**config.mk**
```make
export PLATFORM = sky130hd
export DESIGN_NAME = buck_control_sequencer
export DESIGN_NICKNAME = d
export VERILOG_FILES = /design/src/hw/buck_seq_pkg.sv /design/src/hw/buck_control_sequencer.sv /design/src/hw/dead_time_interlock.sv /design/src/hw/hiccup_counter.sv
export SDC_FILE = /design/constraint.sdc
export NUM_CORES = 1
export LEC_CHECK = 0
export BUFFER_PORTS_ARGS = -buffer_cell sky130_fd_sc_hd__buf_4
export CORE_ASPECT_RATIO = 0.9
export CORE_MARGIN = 3
export CORE_UTILIZATION = 28
export DETAILED_ROUTE_END_ITERATION = 7
export HOLD_SLACK_MARGIN = 0.12
export PLACE_DENSITY_LB_ADDON = 0.08
export REMOVE_ABC_BUFFERS = 1
export SLEW_MARGIN = 20
export SYNTH_ARGS = -nofsm -noshare
export SYNTH_HDL_FRONTEND = slang
export SYNTH_SLANG_ARGS = --single-unit
```
**constraint.sdc**
```tcl
create_clock -name I_CLK -period 4.5 [get_ports I_CLK]
set_clock_uncertainty 0.2 [all_clocks]
set_input_delay 1.125 -clock I_CLK [delete_from_list [all_inputs] [get_ports I_CLK]]
set_output_delay 1.125 -clock I_CLK [all_outputs]
set_load 0.02 [all_outputs]
```
**src/hw/buck_seq_pkg.sv**
```systemverilog
// shared constants, types and strap decode for the buck sequencer
package buck_seq_pkg;
  // ----------------------------------------------------------------
  // clock and protection counts
  // ----------------------------------------------------------------
  localparam int CLK_PERIOD_NS = 10;
  localparam int OVERLOAD_CYCLES = 512;
  localparam int CLEAN_CYCLES = 4;
  localparam int OFF_TIME_CYCLES = 16384;
  localparam int SLEEP_MISSED_CYCLES = 16;
  localparam int SYNC_LOCK_EDGES = 2;
  localparam int DT_DELAY_NS = 20;
  localparam int DT_DELAY_CYC = (DT_DELAY_NS + CLK_PERIOD_NS - 1) / CLK_PERIOD_NS;
  localparam int SYNC_MAX_KHZ = 2500;
  localparam int SYNC_MIN_PERIOD = (1000000 + SYNC_MAX_KHZ * CLK_PERIOD_NS - 1) / (SYNC_MAX_KHZ * CLK_PERIOD_NS);
  localparam int SYNC_TOL_PCT = 20;
  localparam int PROG_PERIOD_CYC = 250;
  localparam int STATIC_NS = 20000;
  localparam int STATIC_CYC = STATIC_NS / CLK_PERIOD_NS;
  // ----------------------------------------------------------------
  // register map (byte offsets)
  // ----------------------------------------------------------------
  localparam logic [3:0] OFS_CTRL = 4'h0;
  localparam logic [3:0] OFS_STATUS = 4'h4;
  localparam logic [3:0] OFS_CONFIG = 4'h8;
  localparam logic [3:0] OFS_HICCUP = 4'hc;
  localparam logic [1:0] CTRL_RESET = 2'h3;
  localparam int CTRL_EN_BIT = 0;
  localparam int CTRL_SLEEP_BIT = 1;
  // ----------------------------------------------------------------
  // strap codes and types
  // ----------------------------------------------------------------
  localparam logic [2:0] STRAP_PRI_SINGLE = 3'h0;
  localparam logic [2:0] STRAP_PRI_SS_SINGLE = 3'h1;
  localparam logic [2:0] STRAP_PRI_DUAL = 3'h2;
  localparam logic [2:0] STRAP_PRI_SS_DUAL = 3'h3;
  localparam logic [2:0] STRAP_SECONDARY = 3'h4;
  typedef struct packed {
    logic secondary;
    logic spread;
    logic dual;
  } strap_cfg_t;
  typedef enum logic [4:0] {
    ST_OFF = 5'h01,
    ST_SOFT = 5'h02,
    ST_RUN = 5'h04,
    ST_HICCUP = 5'h08,
    ST_THERMAL = 5'h10
  } seq_state_t;
  function automatic strap_cfg_t decode_strap(input logic [2:0] code);
    strap_cfg_t c;
    c = '{secondary: 1'b0, spread: 1'b0, dual: 1'b0};
    case (code)
      STRAP_PRI_SS_SINGLE: c.spread = 1'b1;
      STRAP_PRI_DUAL: c.dual = 1'b1;
      STRAP_PRI_SS_DUAL: c = '{secondary: 1'b0, spread: 1'b1, dual: 1'b1};
      STRAP_SECONDARY: c = '{secondary: 1'b1, spread: 1'b0, dual: 1'b1};
      default: c.spread = 1'b0;
    endcase
    return c;
  endfunction
endpackage

```
**src/hw/buck_control_sequencer.sv**
```systemverilog
// supervisory and sequencing logic of the synchronous buck controller
//
// The Avalon-MM register port and the placing of the registers were decided locally.
`timescale 1ns/1ps
// Functional notes
// (RL1) after overload, 512 switching cycles of cycle-by-cycle limiting before further action
// (RL2) four clean switching cycles in a row clear the overload counter
// (RL3) overload expiry pulls soft-start low, stops both drives, starts off-time count
// (RL4) after 16384 off-time cycles, release soft-start and restart switching
// (RL5) hiccup inactive during soft-start until feedback exceeds 0.4 V
// (RL6) low-side waits for high-side off, its gate low, then a delay
// (RL7) high-side waits for low-side gate low; drives never on together
// (RL8) strap latched after supply good; changes only after power cycle
// (RL9) strap decodes to five primary/secondary, spread, dual-phase settings
// (RL10) primary with spread spectrum never synchronises to external clock
// (RL11) secondary disables its error amplifier, output left high-impedance
// (RL12) dual-phase forbids internal compensation; external path only
// (RL13) dual-phase primary outputs sync clock shifted 180 degrees on power-good pin
// (RL14) external sync applied later locks after two clock cycles
// (RL15) pulse skipping stops sync output; phase shedding only in forced PWM
// (RL16) re-enabled secondary pulls soft-start low and restarts full soft-start
// (RL17) diode emulation sleeps after 16 consecutive cycles with no pulse demanded
// (RL18) diode emulation cuts low-side on reverse current; forced during prebias
// (RL19) light-load pin: high diode emulation, low forced PWM, toggling external sync
// (RL20) valid external clock overrides resistor rate within 20 percent, max 2.5 MHz
// (RL21) at minimum off-time the sync clock is ignored
// (RL22) over-temperature stops drives, power-good low, regulator off; retries when cooled
// (RL23) system enables both controllers together; shedding only in forced PWM
// (RL24) counters step per active switching cycle and clear on undervoltage reset
module buck_control_sequencer #(
  parameter int OFF_TIME_CYCLES = buck_seq_pkg::OFF_TIME_CYCLES,
  parameter int PROG_PERIOD_CYC = buck_seq_pkg::PROG_PERIOD_CYC
) (
  input wire logic I_CLK,
  input wire logic I_ARST_N,
  input wire logic [3:0] I_AVS_ADDRESS,
  input wire logic I_AVS_READ,
  input wire logic I_AVS_WRITE,
  input wire logic [31:0] I_AVS_WRITEDATA,
  input wire logic [3:0] I_AVS_BYTEENABLE,
  output logic [31:0] O_AVS_READDATA,
  output logic O_AVS_WAITREQUEST,
  input wire logic I_ENABLE,
  input wire logic [2:0] I_CONFIG_STRAP,
  input wire logic I_INT_COMP_DETECT,
  input wire logic I_SW_TICK,
  input wire logic I_LIGHT_LOAD_OR_SYNC_IN,
  input wire logic I_CUR_LIMIT,
  input wire logic I_FEEDBACK_ABOVE_MIN,
  input wire logic I_PWM_ON,
  input wire logic I_PULSE_DEMAND,
  input wire logic I_ZERO_CROSS,
  input wire logic I_PREBIAS,
  input wire logic I_MIN_OFF_REACHED,
  input wire logic I_OVER_TEMP,
  input wire logic I_PGOOD_OK,
  input wire logic I_HS_GATE_LOW,
  input wire logic I_LS_GATE_LOW,
  output logic O_HIGH_SIDE_DRIVE,
  output logic O_LOW_SIDE_DRIVE,
  output logic O_SOFT_START_PULL_LOW,
  output logic O_POWER_GOOD_OR_SYNC_OUT,
  output logic O_ERR_AMP_ENABLE,
  output logic O_INT_COMP_ENABLE,
  output logic O_SPREAD_SPECTRUM,
  output logic O_USE_EXT_CLOCK,
  output logic O_SLEEP,
  output logic O_VCC_REG_ENABLE
);
  localparam int OFF_W = $clog2(OFF_TIME_CYCLES + 1);
  localparam int STATIC_W = $clog2(buck_seq_pkg::STATIC_CYC + 1);

  // ----------------------------------------------------------------
  // state
  // ----------------------------------------------------------------
  typedef struct packed {
    buck_seq_pkg::seq_state_t seq;
    logic strap_taken;
    buck_seq_pkg::strap_cfg_t cfg;
    logic int_comp;
    logic [OFF_W-1:0] off_cnt;
    logic [1:0] ctrl;
    logic ack;
    logic [31:0] rdata;
    logic lls_prev;
    logic [STATIC_W-1:0] static_cnt;
    logic toggling;
    logic [1:0] ext_edges;
    logic ext_locked;
    logic [11:0] ext_per;
    logic [4:0] miss_cnt;
    logic dem_seen;
    logic sleep;
    logic zc_seen;
    logic [11:0] sw_cnt;
    logic [11:0] sw_period;
    logic sync_out;
    logic pin_out;
  } top_state_t;
  top_state_t s;
  top_state_t next_s;

  logic ext_rise;
  logic use_ext;
  logic tick;
  logic en;
  logic diode_emu;
  logic skipping;
  logic drive_en;
  logic hs_req;
  logic ls_req;
  logic hic_expired;
  logic [9:0] hic_count;
  logic [31:0] status_word;
  logic [31:0] config_word;

  // edge period within tolerance and under the max rate
  function automatic logic period_ok(input logic [11:0] per);
    int p;
    p = int'(per);
    return (p >= buck_seq_pkg::SYNC_MIN_PERIOD)
      && (p * 100 >= PROG_PERIOD_CYC * (100 - buck_seq_pkg::SYNC_TOL_PCT))
      && (p * 100 <= PROG_PERIOD_CYC * (100 + buck_seq_pkg::SYNC_TOL_PCT));
  endfunction

  // ----------------------------------------------------------------
  // mode and clock selection
  // ----------------------------------------------------------------
  assign ext_rise = I_LIGHT_LOAD_OR_SYNC_IN && !s.lls_prev;
  // spread-spectrum primary and min off-time both bypass the external clock
  assign use_ext = s.ext_locked && !(s.cfg.spread && !s.cfg.secondary) && !I_MIN_OFF_REACHED; // RL10 RL21
  assign tick = use_ext ? ext_rise : I_SW_TICK; // RL20 RL24
  assign en = I_ENABLE && s.ctrl[buck_seq_pkg::CTRL_EN_BIT];
  assign diode_emu = (!s.toggling && I_LIGHT_LOAD_OR_SYNC_IN) || I_PREBIAS; // RL19 RL18
  assign skipping = diode_emu && (s.sleep || s.miss_cnt != 5'h00);
  assign drive_en = (s.seq == buck_seq_pkg::ST_SOFT || s.seq == buck_seq_pkg::ST_RUN) && !s.sleep;
  assign hs_req = I_PWM_ON && drive_en;
  // in diode emulation, reverse current ends the low-side conduction for the rest of the cycle
  assign ls_req = !I_PWM_ON && drive_en && !(diode_emu && (s.zc_seen || I_ZERO_CROSS)); // RL18

  // ----------------------------------------------------------------
  // register read words
  // ----------------------------------------------------------------
  assign status_word = {20'h00000, use_ext, diode_emu, s.ext_locked, s.sleep, 3'h0, s.seq};
  assign config_word = {23'h000000, s.strap_taken, 4'h0, s.int_comp, s.cfg.dual, s.cfg.spread,
                        s.cfg.secondary};

  always_comb begin
    next_s = s;

    // strap captured once per power-up; only reset clears it
    if (!s.strap_taken) begin
      next_s.strap_taken = 1'b1; // RL8
      next_s.cfg = buck_seq_pkg::decode_strap(I_CONFIG_STRAP); // RL9
      next_s.int_comp = I_INT_COMP_DETECT;
    end

    // ------------------------------------------------------------
    // external clock detection and lock
    // ------------------------------------------------------------
    next_s.lls_prev = I_LIGHT_LOAD_OR_SYNC_IN;
    if (s.ext_per != 12'hfff) begin
      next_s.ext_per = s.ext_per + 12'h001;
    end
    if (ext_rise || (I_LIGHT_LOAD_OR_SYNC_IN != s.lls_prev)) begin
      next_s.static_cnt = '0;
      next_s.toggling = 1'b1; // RL19
    end else if (s.static_cnt == STATIC_W'(buck_seq_pkg::STATIC_CYC)) begin
      next_s.toggling = 1'b0;
      next_s.ext_edges = '0;
      next_s.ext_locked = 1'b0;
    end else begin
      next_s.static_cnt = s.static_cnt + STATIC_W'(1);
    end
    if (ext_rise) begin
      next_s.ext_per = 12'h000;
      if (period_ok(s.ext_per)) begin // RL20
        if (s.ext_edges != 2'(buck_seq_pkg::SYNC_LOCK_EDGES)) begin
          next_s.ext_edges = s.ext_edges + 2'h1;
        end
        if (s.ext_edges == 2'(buck_seq_pkg::SYNC_LOCK_EDGES - 1)) begin
          next_s.ext_locked = 1'b1; // RL14
        end
      end else begin
        next_s.ext_edges = '0;
        next_s.ext_locked = 1'b0;
      end
    end

    // ------------------------------------------------------------
    // per-cycle demand, sleep and zero-cross tracking
    // ------------------------------------------------------------
    next_s.dem_seen = s.dem_seen || I_PULSE_DEMAND;
    next_s.zc_seen = s.zc_seen || I_ZERO_CROSS;
    if (tick) begin
      // an event in the tick cycle belongs to the new cycle
      next_s.zc_seen = I_ZERO_CROSS;
      next_s.dem_seen = I_PULSE_DEMAND;
      if (s.dem_seen || I_PULSE_DEMAND || !diode_emu) begin
        next_s.miss_cnt = '0;
      end else if (s.miss_cnt != 5'(buck_seq_pkg::SLEEP_MISSED_CYCLES)) begin
        next_s.miss_cnt = s.miss_cnt + 5'h01;
      end
      if (!s.dem_seen && !I_PULSE_DEMAND && diode_emu && s.ctrl[buck_seq_pkg::CTRL_SLEEP_BIT]
          && s.miss_cnt == 5'(buck_seq_pkg::SLEEP_MISSED_CYCLES - 1)) begin
        next_s.sleep = 1'b1; // RL17
      end
    end
    if (I_PULSE_DEMAND || !diode_emu || !drive_en) begin
      next_s.sleep = 1'b0;
    end

    // ------------------------------------------------------------
    // switching period measure and half-period sync clock
    // ------------------------------------------------------------
    if (tick) begin
      next_s.sw_period = s.sw_cnt;
      next_s.sw_cnt = 12'h000;
    end else if (s.sw_cnt != 12'hfff) begin
      next_s.sw_cnt = s.sw_cnt + 12'h001;
    end
    next_s.sync_out = (s.sw_cnt >= (s.sw_period >> 1)); // RL13
    if (s.cfg.dual && !s.cfg.secondary) begin
      // pulse skipping stops the clock, which takes phase shedding with it
      next_s.pin_out = s.sync_out && !skipping && drive_en; // RL15
    end else begin
      next_s.pin_out = I_PGOOD_OK && s.seq == buck_seq_pkg::ST_RUN; // RL22
    end

    // ------------------------------------------------------------
    // main sequence
    // ------------------------------------------------------------
    case (s.seq)
      buck_seq_pkg::ST_OFF: begin
        // soft-start held low here, so every re-enable starts from zero
        if (en && s.strap_taken) begin
          next_s.seq = buck_seq_pkg::ST_SOFT; // RL16
        end
      end
      buck_seq_pkg::ST_SOFT: begin
        if (!en) begin
          next_s.seq = buck_seq_pkg::ST_OFF;
        end else if (I_FEEDBACK_ABOVE_MIN) begin
          next_s.seq = buck_seq_pkg::ST_RUN; // RL5
        end
      end
      buck_seq_pkg::ST_RUN: begin
        if (!en) begin
          next_s.seq = buck_seq_pkg::ST_OFF;
        end else if (hic_expired) begin
          next_s.seq = buck_seq_pkg::ST_HICCUP; // RL3
          next_s.off_cnt = '0;
        end
      end
      buck_seq_pkg::ST_HICCUP: begin
        if (!en) begin
          next_s.seq = buck_seq_pkg::ST_OFF;
        end else if (tick) begin
          next_s.off_cnt = s.off_cnt + OFF_W'(1);
          if (s.off_cnt == OFF_W'(OFF_TIME_CYCLES - 1)) begin
            next_s.seq = buck_seq_pkg::ST_SOFT; // RL4
          end
        end
      end
      buck_seq_pkg::ST_THERMAL: begin
        // hysteresis lives in the comparator
        if (!I_OVER_TEMP) begin
          next_s.seq = buck_seq_pkg::ST_SOFT; // RL22
        end
      end
      default: begin
        next_s.seq = buck_seq_pkg::ST_OFF;
      end
    endcase
    if (I_OVER_TEMP) begin
      next_s.seq = buck_seq_pkg::ST_THERMAL; // RL22
    end

    // ------------------------------------------------------------
    // avalon slave, one wait state
    // ------------------------------------------------------------
    next_s.ack = (I_AVS_READ || I_AVS_WRITE) && !s.ack;
    if (I_AVS_READ && !s.ack) begin
      case (I_AVS_ADDRESS)
        buck_seq_pkg::OFS_CTRL: next_s.rdata = {30'h00000000, s.ctrl};
        buck_seq_pkg::OFS_STATUS: next_s.rdata = status_word;
        buck_seq_pkg::OFS_CONFIG: next_s.rdata = config_word;
        buck_seq_pkg::OFS_HICCUP: next_s.rdata = {22'h000000, hic_count};
        default: next_s.rdata = 32'h00000000;
      endcase
    end
    if (I_AVS_WRITE && s.ack && I_AVS_ADDRESS == buck_seq_pkg::OFS_CTRL && I_AVS_BYTEENABLE[0]) begin
      next_s.ctrl = I_AVS_WRITEDATA[1:0];
    end
  end

  always_ff @(posedge I_CLK or negedge I_ARST_N) begin
    if (!I_ARST_N) begin
      s <= '0; // RL24
      s.seq <= buck_seq_pkg::ST_OFF;
      s.ctrl <= buck_seq_pkg::CTRL_RESET;
    end else begin
      s <= next_s;
    end
  end

  // ----------------------------------------------------------------
  // protection and drive submodules
  // ----------------------------------------------------------------
  hiccup_counter u_hiccup (
    .i_clk(I_CLK),
    .i_arst_n(I_ARST_N),
    .i_tick(tick),
    .i_armed(s.seq == buck_seq_pkg::ST_RUN), // RL5
    .i_cur_limit(I_CUR_LIMIT),
    .o_expired(hic_expired),
    .o_count(hic_count)
  );

  dead_time_interlock u_dead_time (
    .i_clk(I_CLK),
    .i_arst_n(I_ARST_N),
    .i_hs_req(hs_req),
    .i_ls_req(ls_req),
    .i_hs_gate_low(I_HS_GATE_LOW),
    .i_ls_gate_low(I_LS_GATE_LOW),
    .o_hs(O_HIGH_SIDE_DRIVE), // RL7
    .o_ls(O_LOW_SIDE_DRIVE) // RL6
  );

  // ----------------------------------------------------------------
  // outputs
  // ----------------------------------------------------------------
  assign O_SOFT_START_PULL_LOW = (s.seq == buck_seq_pkg::ST_OFF) || (s.seq == buck_seq_pkg::ST_HICCUP)
                                 || (s.seq == buck_seq_pkg::ST_THERMAL); // RL3 RL16
  assign O_POWER_GOOD_OR_SYNC_OUT = s.pin_out;
  assign O_ERR_AMP_ENABLE = s.strap_taken && !s.cfg.secondary; // RL11
  assign O_INT_COMP_ENABLE = s.strap_taken && s.int_comp && !s.cfg.dual; // RL12
  assign O_SPREAD_SPECTRUM = s.cfg.spread && !s.cfg.secondary;
  assign O_USE_EXT_CLOCK = use_ext;
  assign O_SLEEP = s.sleep;
  assign O_VCC_REG_ENABLE = (s.seq != buck_seq_pkg::ST_THERMAL); // RL22
  assign O_AVS_READDATA = s.rdata;
  assign O_AVS_WAITREQUEST = (I_AVS_READ || I_AVS_WRITE) && !s.ack;
endmodule // buck_control_sequencer

```
**src/hw/dead_time_interlock.sv**
```systemverilog
// adaptive dead-time interlock for the two gate drives
`timescale 1ns/1ps
module dead_time_interlock (
  input wire logic i_clk,
  input wire logic i_arst_n,
  input wire logic i_hs_req,
  input wire logic i_ls_req,
  input wire logic i_hs_gate_low,
  input wire logic i_ls_gate_low,
  output logic o_hs,
  output logic o_ls
);
  typedef struct packed {
    logic hs;
    logic ls;
    logic [3:0] dly;
  } dt_state_t;
  dt_state_t s;
  dt_state_t next_s;

  always_comb begin
    next_s = s;
    next_s.hs = i_hs_req && !s.ls && i_ls_gate_low; // RL7
    if (!i_ls_req || i_hs_req) begin
      next_s.ls = 1'b0;
      next_s.dly = '0;
    end else if (!s.hs && i_hs_gate_low) begin
      // ls only after the high gate is seen low plus a short delay
      if (s.dly >= 4'(buck_seq_pkg::DT_DELAY_CYC - 1)) begin
        next_s.ls = 1'b1; // RL6
      end else begin
        next_s.dly = s.dly + 4'h1;
      end
    end else begin
      next_s.dly = '0;
    end
  end

  always_ff @(posedge i_clk or negedge i_arst_n) begin
    if (!i_arst_n) begin
      s <= '0;
    end else begin
      s <= next_s;
    end
  end

  assign o_hs = s.hs;
  assign o_ls = s.ls;
endmodule // dead_time_interlock

```
**src/hw/hiccup_counter.sv**
```systemverilog
// overload cycle counter for hiccup protection
`timescale 1ns/1ps
module hiccup_counter (
  input wire logic i_clk,
  input wire logic i_arst_n,
  input wire logic i_tick,
  input wire logic i_armed,
  input wire logic i_cur_limit,
  output logic o_expired,
  output logic [9:0] o_count
);
  typedef struct packed {
    logic cl_seen;
    logic active;
    logic [9:0] over_cnt;
    logic [2:0] clean_cnt;
  } hic_state_t;
  hic_state_t s;
  hic_state_t next_s;
  logic limited;

  always_comb begin
    next_s = s;
    limited = s.cl_seen | i_cur_limit;
    next_s.cl_seen = limited;
    if (!i_armed) begin
      next_s = '0;
    end else if (i_tick) begin
      next_s.cl_seen = 1'b0;
      if (limited) begin
        next_s.active = 1'b1;
        next_s.clean_cnt = '0;
      end else if (s.active) begin
        next_s.clean_cnt = s.clean_cnt + 3'h1;
      end
      if ((s.active || limited) && s.over_cnt != 10'(buck_seq_pkg::OVERLOAD_CYCLES)) begin
        next_s.over_cnt = s.over_cnt + 10'h001; // RL1
      end
      if (!limited && s.active && s.clean_cnt == 3'(buck_seq_pkg::CLEAN_CYCLES - 1)) begin
        next_s = '0; // RL2
      end
    end
  end

  always_ff @(posedge i_clk or negedge i_arst_n) begin
    if (!i_arst_n) begin
      s <= '0; // RL24
    end else begin
      s <= next_s;
    end
  end

  assign o_expired = (s.over_cnt == 10'(buck_seq_pkg::OVERLOAD_CYCLES));
  assign o_count = s.over_cnt;
endmodule // hiccup_counter
```
==> flow_summary.ini, run 1 <==
[yosys]
synth-seq-cells = 122
yosys.area.top_type = dfrtp_1
syn_inst = 867
synth_edf_count = 0
yosysMostFrequentCell = dfrtp_1
async_reset_ff_share_pct = 100
synth_flop_cell = dfrtp_1
synth_area_leaders = dfrtp_1, ha_1, nand2_1
yosysWarnings = 0
synth_area_um2 = 8010
synthDistinctLibCells = 79
yosysSeqAreaShare_pct = 38.2
synth_common_cells = dfrtp_1, nand2_1, nor2_1, ha_1, inv_1
yosysTopAreaCellShare_pct = 37.2
synth_area_per_cell_um2 = 9.24

[clocking]
postCtsSetupBuffers = 0
clockRootBuffer = clkbuf_16
cts_tree = built
holdBufCountCts = 0
post_cts_resized = 0
cts_htree_levels = 4
cts_max_path_buffers = 2
cts_buffers = 17
clk_pin_slew_worst_paths_ns = 0.06
clock_latency_ns = 0.42
clock-sinks = 122

[worst_setup_path]
reg2reg_to = s[46]
ff2ff_path_depth = 16
startpoint = s[38]
cp.arrival_ns = 4.25
crit_type = reg2reg
cp-start-kind = register
r2r_setup_slack_ns = 0.39
worstSetupEndpoint = s[46]
required_ns = 4.64
r2r-start = s[38]
cp_max_fo = 8
cp-end-kind = register

[global_routing]
grt_pass1_wl_um = 31500
grt_max_degree = 77
grtUsageTotal_pct = 12.8
overflow = 0
antenna_found_initial = 0
grt_pass1_vias = 5941

[timing]
rsz0062_at_grt = false
fin_setup_tns_ns = 0
timing_hold_violations_final = 0
setup_violations = 0
setup_slack_ns = 0.393
min_period_ns = 4.11
tightest_slew_ns = 0.916
max_slew_margin_pct = 38.1
fin_crit_sh_pct = 91.3
fmax_mhz = 243
finalMaxSlewViolations = 0

[pwr]
power_density_nw_per_um2 = 352
pwr-share-seq_pct = 36.2
p_int_mw = 2.39
p_sw_uw = 884
power_frac_clock_pct = 48.4
peakVddDrop_uv = 259
totalPowerFinal_mw = 3.28
leakage_nw = 4.32
combPwrFrac_pct = 15.5
sw_frac_of_total_pct = 27.0

[cells_and_area]
diodes = 0
final_util_pct = 33.2
drive_gt1_share_pct = 13.5
multi_input_area_um2 = 4420
ff_latch_area_um2 = 3060
syn_to_final_growth_pct = 16.2
fillers = 2903
finalInstanceArea_um2 = 9310
finalNetCount = 1052

[routing]
drt_pre_antenna_iters = 4
drc = 0
drt_iter0_markers = 354
num_vias = 5868
post_drt_wl_per_cell_um = 14.5
vias_per_cell = 4.58
ant_nets = 0
drt_wl_total_um = 18600

[status]
status = finished clean

[hold_path]
hp-class = reg2reg

[die]
row_count = 58
die_x_um = 184
die_h_um = 166
coreArea_um2 = 28100
start_util_pct = 28.5
die_area_um2 = 30700
num_io_pins = 105

[placed_design]
globalplace.congestion = 0.750
dp_hpwl_um = 13800
numPortBuffers = 51
place_ws_ns = 0.386
placed_area_um2 = 8630

[flow_run]
maxCapViolations = 0
state kept, by name (all words and copies together), names as in the netlist, named ones only:
signal                    cells
O_SLEEP                       1
u_dead_time.o_hs              1
s                            81
O_POWER_GOOD_OR_SYNC_OUT      1
config_word                   5
u_hiccup.o_count             10
u_dead_time.s                 4
u_hiccup.s                    5
O_AVS_READDATA               12
u_dead_time.o_ls              1
power groups by stage:
stage	clock network, mW	registers [mW]	logic [mW]
after global routing	1.69	1.19	0.579
after floorplan	0	1.19	0.347
after global placement	0	1.20	0.518
final	1.59	1.18	0.507
after CTS	1.63	1.18	0.518
after detailed placement	0	1.20	0.510
how the worst min path moves through the flow:
stage / from / to / slack (ns) / cells past startpoint
after CTS: s[94] / s[94] / 0.26 / 1
after global placement: s[94] / s[94] / 0.25 / 1
after detailed placement: s[94] / s[94] / 0.25 / 1
after floorplan: s[3] / s[3] / 0.25 / 2
final: s[94] / s[94] / 0.26 / 1
after global routing: u_dead_time.o_ls / u_dead_time.o_hs / 0.29 / 1
cell type report:
type                    instances  area share [%]
clock buffers                  18            4.72
clock inverters                14            2.62
inverters                      71            2.86
multi-input cells             638            47.5
flip-flops and latches        122            32.8
well taps                     360            4.84
repair buffers                 57            4.64
cell families (layout without fill, tap and decap cells):
family          after synthesis  count (layout)  share of synthesized area, %
compound gates              150             150                          12.1
xor+xnor                     53              53                          5.89
fa+ha+maj                    83              83                          13.6
buf+inv                     126             160                          7.59
flops                       122             122                          38.2
mux                          18              18                          2.73
other cells                   2              21                        0.0937
simple gates                313             313                          19.9
cells in the final DEF, fill, tap and decap left out, types with 18 or more instances in the layout:
master,synthesis,layout
xnor2_1,27,27
nor2_1,77,77
dfrtp_1,119,119
nand2_1,85,85
o21ai_0,29,29
xor2_1,25,25
inv_1,71,71
nand3_1,22,22
a21oi_1,32,32
o21ai_1,26,26
nor3_1,19,18
buf_4,33,56
conb_1,2,21
ha_1,76,76
nand4_1,18,18
metrics by stage:
step	hold WS, ns	cells
floorplan	0.245	831
global placement	0.251	1248
detailed placement	0.248	1248
CTS	0.257	1280
global route	0.288	1280
finish	0.258	1280
per-layer routing:
metal  part of all wire (%)  vias up  routed length [um]  global-route usage (%)
li1                       -     3011                   -                       -
met1                     53     2768                9930                    19.3
met2                     42       82                7770                    18.1
met3                    3.9        7                 717                    2.86
met4                   0.83        0                 154                    3.45
met5                      0        -                   0                       0
worst max-delay path, cell delays in order (launching register included):
cell	delay (ns)
dfrtp_1	0.41
inv_1	0.09
ha_1	0.28
inv_1	0.04
ha_1	0.26
inv_1	0.05
fa_1	0.49
inv_1	0.04
ha_1	0.41
a21oi_2	0.23
o211ai_1	0.15
xnor2_1	0.20
nor4bb_1	0.41
o21ai_0	0.19
a22oi_2	0.28
nand2_1	0.12
a21oi_1	0.16
Note: power is estimated with default switching activity, not from simulation.
==> run 2, diff against run 1 <==
- PLACE_DENSITY_LB_ADDON: 0.08 -> default
- SETUP_SLACK_MARGIN: default -> 0.5
==> flow_summary.ini, run 2 (synthesis gave the netlist of run 1 again) <==
[timing]
setup_slack_ns = 0.625
tightest_slew_ns = 0.838
min_period_ns = 3.87
fin_crit_sh_pct = 86.1
fin_setup_tns_ns = 0
setup_violations = 0
fmax_mhz = 258
max_slew_margin_pct = 43.3
whs_ns = 0.257
finalMaxSlewViolations = 0
timing_hold_violations_final = 0
rsz0062_at_grt = false

[hold_path]
min-delay-start = s[94]
hold_path_depth = 1
hp-class = reg2reg

[pwr]
p_sw_uw = 861
leakage_nw = 4.35
peakVddDrop_uv = 237
sw_frac_of_total_pct = 26.8
pwr-share-seq_pct = 36.9
power_frac_clock_pct = 45.2
p_int_mw = 2.35
power_density_nw_per_um2 = 341
combPwrFrac_pct = 17.9

[worst_setup_path]
ff2ff_path_depth = 14
cp_max_fo = 8
startpoint = s[37]
r2r-start = s[37]
crit_type = reg2reg
required_ns = 4.64
cp-start-kind = register
cp-end-kind = register
cp.arrival_ns = 4.02

[global_routing]
grt_max_degree = 59
antenna_found_initial = 0
overflow = 0
grt_pass1_wl_um = 28400
grt_pass1_vias = 5598
grtUsageTotal_pct = 11.2

[clocking]
cts_tree = built
cts_htree_levels = 4
clock_latency_ns = 0.42
cts_buffers = 17
clock-sinks = 122
clk_pin_slew_worst_paths_ns = 0.05
clockRootBuffer = clkbuf_16
cts_max_path_buffers = 2

[cells_and_area]
largest_reg_flops = 81
finalNetCount = 1062
syn_to_final_growth_pct = 17.8
diodes = 0
final_cell_mix = dfrtp_1, nand2_1, nor2_1
layout_commonest_cell = dfrtp_1
largest-register = s
final_util_pct = 33.6
drive_gt1_share_pct = 15.7
fillers = 2845

[die]
die_h_um = 166
row_count = 58
die_x_um = 184
die_area_um2 = 30700
start_util_pct = 28.5
coreArea_um2 = 28100
num_io_pins = 105

[routing]
drt_pre_antenna_iters = 4
drt_iter0_markers = 249
drt_wl_total_um = 16900
num_vias = 6048
drc = 0
vias_per_cell = 4.69
post_drt_wl_per_cell_um = 13.1
ant_nets = 0

[flow_run]
maxCapViolations = 0

[placed_design]
numPortBuffers = 51
globalplace.congestion = 0.820
place_ws_ns = 0.336
dp_hpwl_um = 12400

[status]
status = finished clean
[run 2: worst max-delay path: stages (launching register included)]
cell      delay, ns
dfrtp_2        0.44
ha_1           0.31
ha_1           0.28
inv_1          0.05
fa_1           0.50
inv_1          0.07
ha_4           0.33
nand3_1        0.08
o211ai_1       0.29
xnor2_1        0.20
nor4bb_4       0.41
o311ai_2       0.12
a22oi_2        0.26
nand2_1        0.12
a21oi_1        0.15
[run 2: per-layer routing]
metal	GRT usage, %	share of wire [%]	up-vias
li1	-	-	3045
met1	16.6	50	2878
met2	16.6	45	107
met3	2.14	3.9	18
met4	3.42	1.3	0
met5	0	0	-
[run 2: path summary, 6_finish.rpt]
check                               endpoint  slack [ns]
max in group asynchronous              s[23]        2.71
setup reg to reg                       s[46]        0.63
hold reg to reg                        s[94]        0.26
setup / recovery                       s[46]        0.63
min in group asynchronous  O_AVS_READDATA[5]        0.59
hold / removal                         s[94]        0.26
[run 2: timing repair]
item	in CTS	in global routing
gates resized for setup	4	17
buffers inserted	1	10
hold endpoints to repair	0	0
setup endpoints to repair	3	3
hold buffers	0	0
pin swaps	1	9
[run 2: per-stage QoR]
stage,instance area [um2],cells,total power [mW]
global placement,8620,1247,1.69
floorplan,7740,831,1.54
global route,9440,1290,3.38
detailed placement,8620,1247,1.70
finish,9440,1290,3.21
CTS,9300,1280,3.19
[run 2: area by class of cell]
cell class                      instances  area [um2]  share of cell area [%]
Multi-Input combinational cell        638        4500                    47.7
Sequential cell                       122        3060                    32.4
Tap cell                              360         450                    4.77
Inverter                               71         267                    2.82
Timing Repair Buffer                   67         515                    5.46
Clock inverter                         11         168                    1.78
Clock buffer                           21         470                    4.99
[run 2: power groups by stage]
stage / Sequential (mW) / Clock (mW) / Combinational, mW
final: 1.19 / 1.45 / 0.575
after CTS: 1.19 / 1.49 / 0.518
after global placement: 1.20 / 0 / 0.486
after global routing: 1.19 / 1.54 / 0.651
after floorplan: 1.19 / 0 / 0.347
after detailed placement: 1.21 / 0 / 0.494
==> run 3, diff against run 2 <==
- CAP_MARGIN: default -> 20
- GPL_TIMING_DRIVEN: default -> 0
==> flow_summary.ini, run 3 (synthesis gave the netlist of run 1 again) <==
[hold_path]
holdPathEnd = s[94]
hp-class = reg2reg
hold_path_depth = 1
min-delay-start = s[94]

[clocking]
cts_tree = built
cts_buffers = 17
cts_max_path_buffers = 2
clock_latency_ns = 0.41
clock-sinks = 122
clockRootBuffer = clkbuf_16
cts_htree_levels = 4
holdBufCountCts = 0
clk_pin_slew_worst_paths_ns = 0.05

[timing]
min_period_ns = 3.81
max_slew_margin_pct = 42.1
tightest_slew_ns = 0.856
fmax_mhz = 263
fin_crit_sh_pct = 84.6
setup_violations = 0
finalMaxSlewViolations = 0
rsz0062_at_grt = false
fin_setup_tns_ns = 0
timing_hold_violations_final = 0

[pwr]
power_frac_clock_pct = 46.9
sw_frac_of_total_pct = 26.2
p_sw_uw = 854
power_density_nw_per_um2 = 347
leakage_nw = 4.32
peakVddDrop_uv = 277
pwr-share-seq_pct = 36.3
combPwrFrac_pct = 16.8
p_int_mw = 2.41

[routing]
drc = 0
post_drt_wl_per_cell_um = 13.0
drt_wl_total_um = 16700
vias_per_cell = 4.65
drt_pre_antenna_iters = 5
num_vias = 5957
ant_nets = 0
drt_iter0_markers = 338

[die]
die_area_um2 = 30700
start_util_pct = 28.5
die_x_um = 184
die_h_um = 166
row_count = 58
coreArea_um2 = 28100
num_io_pins = 105

[cells_and_area]
largest_reg_flops = 81
finalNetCount = 1054
largest-register = s
final_cell_mix = dfrtp_1, nand2_1, nor2_1
syn_to_final_growth_pct = 17.4
drive_gt1_share_pct = 15.3
diodes = 0
layout_commonest_cell = dfrtp_1
finalInstanceArea_um2 = 9410

[worst_setup_path]
r2r-start = s[38]
cp-end-kind = register
cp.arrival_ns = 3.86
path_cells = inv_1 -> ha_1 -> inv_1 -> ha_1 -> inv_1 -> fa_1 -> inv_1 -> ha_2 -> o21ai_1 -> nor3_2 -> a211oi_2 -> buf_4 -> nor2b_1 -> o311ai_1 -> a22oi_2 -> nand2_1 -> a21oi_1
slowest_delay_ns = 0.50
r2r_setup_slack_ns = 0.69
cp-start-kind = register
cp_top_family = adder cells
path_common_cell = inv_1
cp_max_fo = 8
crit_type = reg2reg
critPathBufInv = 5
ff2ff_path_depth = 17
reg2reg_to = s[46]
cpMaxStageDelayCell = fa_1
required_ns = 4.55

[placed_design]
placed_area_um2 = 8610
globalplace.congestion = 0.807
numPortBuffers = 51
dp_hpwl_um = 12300

[global_routing]
grt_pass1_wl_um = 28600
grt_max_degree = 76
overflow = 0
grtUsageTotal_pct = 11.2
grt_pass1_vias = 5777
antenna_found_initial = 0

[flow_run]
maxCapViolations = 0

[status]
status = finished clean
==> run 3: worst reg2reg max path: cells and delay by family, from the launching register on <==
family                   cells  cell delay, ns
adder cells (fa/ha/maj)      4            1.44
AO/OA/AOI/OAI                5            0.78
AND/OR/NAND/NOR              3            0.46
flip-flops                   1            0.39
buffers and inverters        5            0.39
==> run 3: timing repair <==
action	CTS	global route
endpoints found under the hold margin	0	0
setup buffers	2	5
pin swaps	1	3
setup endpoints to repair	2	3
resized for setup	2	14
==> run 3: per-stage QoR <==
stage | setup WS (ns) | utilization (%) | hold WS (ns) | power (mW) | cells
finish | 0.695 | 33.5 | 0.258 | 3.26 | 1282
global route | 0.455 | 33.5 | 0.296 | 3.44 | 1282
CTS | 0.533 | 33.2 | 0.260 | 3.25 | 1277
detailed placement | 0.454 | 30.7 | 0.251 | 1.70 | 1243
global placement | 0.466 | 30.5 | 0.242 | 1.69 | 1242
floorplan | 0.913 | - | 0.245 | 1.54 | 831
==> run 3: power by group through the flow <==
| stage | combinational [mW] | sequential [mW] | clock [mW] |
|---|---|---|---|
| after floorplan | 0.347 | 1.19 | 0 |
| after global placement | 0.483 | 1.20 | 0 |
| after detailed placement | 0.498 | 1.20 | 0 |
| after CTS | 0.501 | 1.19 | 1.57 |
| after global routing | 0.631 | 1.19 | 1.62 |
| final | 0.548 | 1.19 | 1.53 |
==> run 3: how the worst max path moves through the flow <==
| stage | startpoint | to | cells past startpoint |
|---|---|---|---|
| after floorplan | s[38] | s[46] | 16 |
| after global placement | s[38] | s[46] | 16 |
| after detailed placement | s[38] | s[46] | 16 |
| after CTS | s[38] | s[46] | 16 |
| after global routing | s[38] | s[46] | 17 |
| final | s[38] | s[46] | 17 |
==> run 3: final cells by class <==
cell class | instances | area, um2
fill | 2867 | 18700
sequential | 122 | 3060
tap | 360 | 450
clock buffer | 21 | 480
clock inverter | 11 | 190
timing repair buffer | 59 | 470
inverter | 71 | 267
multi-input combinational | 638 | 4490
==> run 3: routing by layer <==
layer,GRT usage [%],share of wire [%],wire length (um),up-vias
met1,16.0,51,8520,2826
met4,3.12,1.0,169,0
met5,0,0,0,-
met3,2.42,3.6,597,11
met2,17.0,44,7430,105
li1,-,-,-,3015
